### src/pkg/sli_pkg.sv
`default_nettype none
package sli_pkg;

	// System clock
	localparam int unsigned CLK_HZ        = 40_000_000;
	localparam int unsigned CLK_PERIOD_NS = 25;

	// Flash half period and its cycle count
	localparam int unsigned FLASH_HALF_MS  = 500;
	localparam int unsigned FLASH_HALF_CYC = (CLK_HZ / 1000) * FLASH_HALF_MS;

	// Beacon loss time and its cycle count
	localparam int unsigned BEACON_TMO_US  = 2000;
	localparam int unsigned BEACON_TMO_CYC = (CLK_HZ / 1_000_000) * BEACON_TMO_US;

	// Ring ports
	localparam int unsigned RING_PORTS = 2;

	// Indicator drive
	typedef struct packed {
		logic grn;
		logic red;
	} sli_led_t;

	localparam sli_led_t LED_DARK = 2'h0;

	// Indicator display state
	typedef enum logic [2:0] {
		SHOW_OFF,
		SHOW_FLASH_GRN,
		SHOW_GRN,
		SHOW_FLASH_RED,
		SHOW_RED
	} sli_show_t;

	// Adapter status conditions, all levels
	typedef struct packed {
		logic configured;
		logic param_invalid;
		logic slot_invalid;
		logic hw_fail;
		logic init_done;
		logic ip_assigned;
		logic conn_up;
		logic conn_timeout;
		logic dup_ip;
		logic fw_update;
		logic io_active;
		logic io_fault;
	} sli_status_t;

endpackage
`default_nettype wire

### src/logic/sli_status_led.sv
// Contract
// - Drive three bi-colour health, network, I/O indicators
// - Health flashes green while unconfigured
// - Health steady green after clean initialization
// - Health flashes red on invalid parameter/slot data
// - Health steady red on hardware failure
// - Network off without an IP address
// - Network flashes green unconnected, green connected
// - Network flashes red on connection timeout
// - Network steady red on duplicate IP
// - I/O off when inactive or blocked
// - I/O steady green in normal run
// - I/O flashes green during firmware update
// - I/O flashes red on channel fault
// - Act as beacon-based ring node
// - Ring fault triggers forwarding flush and relearn
// - Report ring fault location to supervisor
`timescale 1ns/100ps
`default_nettype none
module sli_status_led
	import sli_pkg::*;
#(
	parameter int unsigned FLASH_CYC  = FLASH_HALF_CYC,
	parameter int unsigned BEACON_CYC = BEACON_TMO_CYC,
	parameter int unsigned NPORTS     = RING_PORTS
)(
	// Clock and reset
	input  wire logic        ref_clk,
	input  wire logic        rst_b,
	// Adapter status
	input  wire sli_status_t status,
	// Ring node
	input  wire logic        ring_enable,
	input  wire logic [NPORTS-1:0] beacon_rx,
	// Indicators
	output sli_led_t         led_health_q,
	output sli_led_t         led_net_q,
	output sli_led_t         led_io_q,
	// Ring actions
	output logic             ring_fault_q,
	output logic             fdb_flush_q,
	output logic             fault_report_q,
	output logic [NPORTS-1:0] fault_port_q
);

	localparam int unsigned TW = $clog2(BEACON_CYC + 1);

	generate
		if (BEACON_CYC < 2 || NPORTS < 1)
		begin : g_bad
			$error("sli_status_led: BEACON_CYC >= 2 and NPORTS >= 1 required");
		end
	endgenerate

	// Indicator pattern for a state and flash phase
	function automatic sli_led_t show_drive(input sli_show_t s, input logic ph);
		sli_led_t d;
		d = LED_DARK;
		case (s)
			SHOW_OFF:       d = LED_DARK;
			SHOW_FLASH_GRN: d.grn = ph;
			SHOW_GRN:       d.grn = 1'b1;
			SHOW_FLASH_RED: d.red = ph;
			SHOW_RED:       d.red = 1'b1;
			default:        d = LED_DARK;
		endcase
		return d;
	endfunction

	logic      flash_tick;
	logic      phase_q;
	sli_show_t health_d;
	sli_show_t net_d;
	sli_show_t io_d;

	sli_tick_gen #(
		.PERIOD (FLASH_CYC)
	) u_flash (
		.ref_clk (ref_clk),
		.rst_b   (rst_b),
		.tick_q  (flash_tick)
	);

	always_ff @(posedge ref_clk or negedge rst_b)
	begin
		if (!rst_b)
			phase_q <= 1'b0;
		else if (flash_tick)
			phase_q <= ~phase_q;
	end

	always_comb
	begin
		if (status.hw_fail)
			health_d = SHOW_RED;
		else if (!status.configured)
			health_d = SHOW_FLASH_GRN;
		else if (status.param_invalid || status.slot_invalid)
			health_d = SHOW_FLASH_RED;
		else if (status.init_done)
			health_d = SHOW_GRN;
		else
			health_d = SHOW_FLASH_GRN;
	end

	always_comb
	begin
		if (status.dup_ip)
			net_d = SHOW_RED;
		else if (!status.ip_assigned)
			net_d = SHOW_OFF;
		else if (status.conn_timeout)
			net_d = SHOW_FLASH_RED;
		else if (status.conn_up)
			net_d = SHOW_GRN;
		else
			net_d = SHOW_FLASH_GRN;
	end

	always_comb
	begin
		if (status.io_active && status.io_fault)
			io_d = SHOW_FLASH_RED;
		else if (status.fw_update)
			io_d = SHOW_FLASH_GRN;
		else if (status.io_active && status.conn_up && status.configured
			&& !status.param_invalid && !status.slot_invalid)
			io_d = SHOW_GRN;
		else
			io_d = SHOW_OFF;
	end

	always_ff @(posedge ref_clk or negedge rst_b)
	begin
		if (!rst_b)
		begin
			led_health_q <= LED_DARK;
			led_net_q    <= LED_DARK;
			led_io_q     <= LED_DARK;
		end
		else
		begin
			led_health_q <= show_drive(health_d, phase_q);
			led_net_q    <= show_drive(net_d, phase_q);
			led_io_q     <= show_drive(io_d, phase_q);
		end
	end

	logic [NPORTS-1:0] lost_q;
	logic              any_lost;

	genvar gp;
	generate
		for (gp = 0; gp < NPORTS; gp++)
		begin : g_port
			logic [TW-1:0] tmr_q;
			logic          lost_bit_q;

			always_ff @(posedge ref_clk or negedge rst_b)
			begin
				if (!rst_b)
				begin
					tmr_q        <= '0;
					lost_bit_q   <= 1'b0;
				end
				else if (!ring_enable || beacon_rx[gp])
				begin
					tmr_q        <= '0;
					lost_bit_q   <= 1'b0;
				end
				else if (tmr_q == TW'(BEACON_CYC - 1))
					lost_bit_q   <= 1'b1;
				else
					tmr_q        <= tmr_q + TW'(1);
			end

			assign lost_q[gp] = lost_bit_q;
		end
	endgenerate

	assign any_lost = |lost_q;

	always_ff @(posedge ref_clk or negedge rst_b)
	begin
		if (!rst_b)
		begin
			ring_fault_q <= 1'b0;
			fdb_flush_q  <= 1'b0;
		end
		else
		begin
			ring_fault_q <= any_lost;
			fdb_flush_q  <= any_lost ^ ring_fault_q;
		end
	end

	always_ff @(posedge ref_clk or negedge rst_b)
	begin
		if (!rst_b)
		begin
			fault_report_q <= 1'b0;
			fault_port_q   <= '0;
		end
		else
		begin
			fault_report_q <= any_lost && !ring_fault_q;
			if (any_lost && !ring_fault_q)
				fault_port_q <= lost_q;
		end
	end
endmodule // sli_status_led
`default_nettype wire

### src/logic/sli_tick_gen.sv
`timescale 1ns/100ps
`default_nettype none
module sli_tick_gen
	import sli_pkg::*;
#(
	parameter int unsigned PERIOD = FLASH_HALF_CYC
)(
	// Clock and reset
	input  wire logic ref_clk,
	input  wire logic rst_b,
	// Tick
	output logic      tick_q
);

	localparam int unsigned CW = $clog2(PERIOD);

	logic [CW-1:0] cnt_q;

	generate
		if (PERIOD < 2)
		begin : g_bad
			$error("sli_tick_gen: PERIOD must be at least 2");
		end
	endgenerate

	// Divide down to one pulse per period
	always_ff @(posedge ref_clk or negedge rst_b)
	begin
		if (!rst_b)
		begin
			cnt_q  <= '0;
			tick_q <= 1'b0;
		end
		else if (cnt_q == CW'(PERIOD - 1))
		begin
			cnt_q  <= '0;
			tick_q <= 1'b1;
		end
		else
		begin
			cnt_q  <= cnt_q + CW'(1);
			tick_q <= 1'b0;
		end
	end

endmodule // sli_tick_gen
`default_nettype wire

### config.mk
export PLATFORM = sky130hd
export DESIGN_NAME = sli_status_led
export DESIGN_NICKNAME = d
export VERILOG_FILES = /design/src/pkg/sli_pkg.sv /design/src/logic/sli_status_led.sv /design/src/logic/sli_tick_gen.sv
export SDC_FILE = /design/constraint.sdc
export NUM_CORES = 1
export LEC_CHECK = 0
export BUFFER_PORTS_ARGS = -buffer_cell sky130_fd_sc_hd__buf_4
export CAP_MARGIN = 20
export CORE_MARGIN = 5
export CORE_UTILIZATION = 59
export CTS_CLUSTER_SIZE = 20
export DETAILED_ROUTE_END_ITERATION = 16
export PLACE_DENSITY = 0.8
export SKIP_LAST_GASP = 1
export SLEW_MARGIN = 20
export SYNTH_ARGS = -nofsm -noshare
export SYNTH_HDL_FRONTEND = slang
export SYNTH_SLANG_ARGS = --single-unit
### constraint.sdc
create_clock -name ref_clk -period 2.05 [get_ports ref_clk]
set_input_delay 0.3075 -clock ref_clk [delete_from_list [all_inputs] [get_ports ref_clk]]
set_output_delay 0.3075 -clock ref_clk [all_outputs]
set_load 0.01 [all_outputs]
==> results.yml <==
clock_tree:
  cts_resized: 0
  htree_levels: 3
  post_cts_buffers: 0
  cts_root_buffer: "clkbuf_8"
  cts_tree: "yes"
  insertion_delay_ns: 0.35
  path_clk_slew_ns: 0.08
  cts.sinks: 74
  hold_buffers: 1
  cts_buffer_depth: 2
  numCtsBuffers: 9
drt:
  avgRoutedWirePerCell_um: 15.4
  vias: 2772
  routed_wl_um: 7160
  ant_nets: 0
  dr.pass1.iters: 6
  drcViolationCount: 0
  drt_iter0_drc: 196
  vias_per_cell: 5.97
logic_synthesis:
  synth-simple-area-share_pct: 27.6
  synth_top_family_by_area: "simple AND/OR/NAND/NOR gates"
  synth_xor_area_share_pct: 7.40
  ys_seq_area_share_pct: 52.1
  ys_dominant_reg_cell: "dfrtp_1"
  ys_seq_elements: 74
  synthTopCellsByCount: "74 x dfrtp_1, 31 x nor2_1, 21 x nand3_1"
  yosysWarnings: 0
  synth_nets: 365
  syn_inst: 344
  synth_top_area_share_pct: 52.1
  yosysTopAreaCell: "dfrtp_1"
  synth_compound_area_share_pct: 8.84
  synth_area_leaders: "dfrtp_1 52%, xor2_1 3.9%, xnor2_1 3.5%, nor2_1 3.3%, nand3_1 3.0%"
  synth_fa_ha_area_share_pct: 1.41
  synth-edff-count: 0
  ys_types: 47
  syn_area_per_cell_um2: 10.3
  synth.most_common_cell: "dfrtp_1"
  muxShareOfSynthArea_pct: 0.916
  postSynth.asyncResetShare_pct: 100
  synth_area_mm2: 0.00355
timing:
  finClkSkew_ns: 0.0107
  finalHoldViolations: 0
  maxSlewViolCount: 0
  setup_viol: 0
  fmax_mhz: 520
  tns_ns: 0
  rsz0062_at_grt: "false"
  timing.final.crit_share_pct: 93.8
  fin_crit_ns: 1.92
  worst_pin_slew_ns: 0.681
  slew-limit-headroom_pct: 54.6
cells_and_area:
  layout.nets: 405
  drive_gt1_share_pct: 18.3
  area_delta_synth_final_pct: 16.2
  n_antenna_cell: 0
  fin_util_pct: 70.1
global_routing:
  grt_max_degree: 32
  grt_pass1_vias: 2794
  grt_usage_pct: 20.6
  antenna_found_initial: 0
  grt_pass1_wl_um: 12300
  grt-ovfl-total: 0
power_and_ir_drop:
  peakVddDrop_v: 0.000455
  clkPwrFrac_pct: 43.3
  power.internal_mw: 2.21
  p_per_area_mw_per_mm2: 676
  p_switching_mw: 0.581
  pwr-share-comb_pct: 3.8
  p_seq_share_pct: 52.9
  p_total_mw: 2.79
  swShare_pct: 20.8
  leakage_nw: 1.86
worst_setup_path:
  cp.required_ns: 2.26
  crit_type: "flop to flop"
  crit_path_start: "g_port[0].tmr_q[9]$_DFFE_PN0P_"
  reg2reg_from: "g_port[0].tmr_q[9]$_DFFE_PN0P_"
  critPathArrivalTime_ns: 2.13
  reg2reg_setup_slack_ns: 0.13
  critPathMaxFanout: 13
  worstSetupStartpointType: "flop"
  cp-end-kind: "flop"
hold_path:
  min_from: "status[3]"
  hold_class: "input pin to flop"
die:
  dieWidth_um: 87.6
  dieArea_mm2: 0.00767
  ios: 28
  rows: 28
  die_y_um: 87.6
  initial_core_util_pct: 60.3
  coreArea_mm2: 0.00589
status:
  outcome: "completed"
place:
  port_buffers: 27
  place.gp.congestion: 0.914
  hpwl_um: 5120
run:
  cap_viol_max_count: 0
==> metal layers <==
layer	part of all wire [%]	GRT usage [%]	wire length, µm	vias to the layer above
li1	-	-	-	1338
met1	45	25.3	3190	1352
met2	48	33.7	3460	68
met3	4.9	4.23	350	14
met4	2.3	12.1	163	0
met5	0	0	0	-
==> metrics by stage <==
step           instance area (µm²)  hold WS (ns)  std cells  setup WS [ns]
2_1_floorplan                 3550        0.0119        344          0.267
3_3_place_gp                  3890         0.264        447          0.223
3_5_place_dp                  3890         0.266        447          0.142
4_1_cts                       4130         0.115        464          0.125
5_1_grt                       4130         0.120        464        0.00375
6_report                      4130         0.128        464          0.126
==> power by group through the flow <==
stage               Combinational, mW  Sequential (mW)  Clock, mW
CTS                             0.109             1.47       1.24
floorplan                      0.0265             1.50          0
global route                    0.122             1.47       1.31
detailed placement              0.107             1.50          0
finish                          0.106             1.47       1.21
global placement                0.105             1.50          0
==> critical path, stage by stage (launching register included) <==
cell and delay (ns):
dfrtp_1 0.44, or4b_4 0.58, nor4_4 0.25, buf_4 0.22, mux2i_1 0.24, nor2_1 0.06
==> cell type report <==
type | instances | area (µm²)
Inverter | 3 | 11.3
Fill cell | 432 | 1760
Multi-Input combinational cell | 257 | 1640
Sequential cell | 74 | 1850
Timing Repair Buffer | 39 | 308
Tap cell | 75 | 93.8
Clock buffer | 13 | 179
Clock inverter | 3 | 45.0
==> state kept, by name, indices dropped and copies added, names as in the netlist <==
signal and count:
led_io_q 2, phase_q 1, led_health_q 2, led_net_q 2
fault_report_q 1, ring_fault_q 1, g_port.tmr_q 34, fdb_flush_q 1
u_flash.cnt_q 25, g_port.lost_bit_q 2, fault_port_q 2, u_flash.tick_q 1
==> path summary, 6_finish.rpt <==
check,endpoint,depth (start not counted)
worst max-delay path,g_port[0].tmr_q[1]$_DFFE_PN0P_,5
worst min-delay path,led_net_q[1]$_DFF_PN0_,2
max in group asynchronous,fdb_flush_q$_DFF_PN0_,3
min in group asynchronous,g_port[1].tmr_q[12]$_DFFE_PN0P_,2
worst min register to register,u_flash.cnt_q[6]$_DFF_PN0_,1
worst max register to register,g_port[0].tmr_q[1]$_DFFE_PN0P_,5
==> logic make-up after synthesis <==
| logic type | Yosys count |
|---|---|
| buffers and inverters | 13 |
| adders and majority gates | 4 |
| xor gates and xnor gates | 30 |
| DFF | 74 |
| muxes | 3 |
| and+or+nand+nor | 167 |
| AOI/OAI and AO/OA | 53 |
==> placed cells by master, fill, tap and decap left out, types with 2 or more instances in the layout <==
| cell | netlist | final |
|---|---|---|
| and2_1 | 6 | 6 |
| a21oi_1 | 20 | 20 |
| nor3_1 | 15 | 15 |
| and3_1 | 11 | 11 |
| nand4_2 | 4 | 4 |
| o21ai_0 | 15 | 15 |
| or2_2 | 3 | 3 |
| clkinvlp_4 | 0 | 2 |
| nand4_1 | 13 | 13 |
| ha_1 | 4 | 4 |
| nand3_1 | 21 | 21 |
| and4_1 | 7 | 7 |
| nand2b_1 | 3 | 3 |
| nor2b_1 | 5 | 5 |
| o31ai_1 | 3 | 3 |
| or4_1 | 4 | 4 |
| xor2_1 | 16 | 16 |
| or3_1 | 10 | 10 |
| a31oi_1 | 4 | 4 |
| or4b_1 | 2 | 2 |
| nor4b_1 | 4 | 4 |
| dfrtp_1 | 74 | 74 |
| xnor2_1 | 14 | 14 |
| a31o_2 | 4 | 4 |
| inv_1 | 3 | 3 |
| buf_4 | 0 | 37 |
| clkbuf_8 | 0 | 13 |
| nor2_1 | 31 | 31 |
| nand2_1 | 20 | 20 |
| mux2_2 | 2 | 2 |
Note: power is estimated with default switching activity, not from simulation.
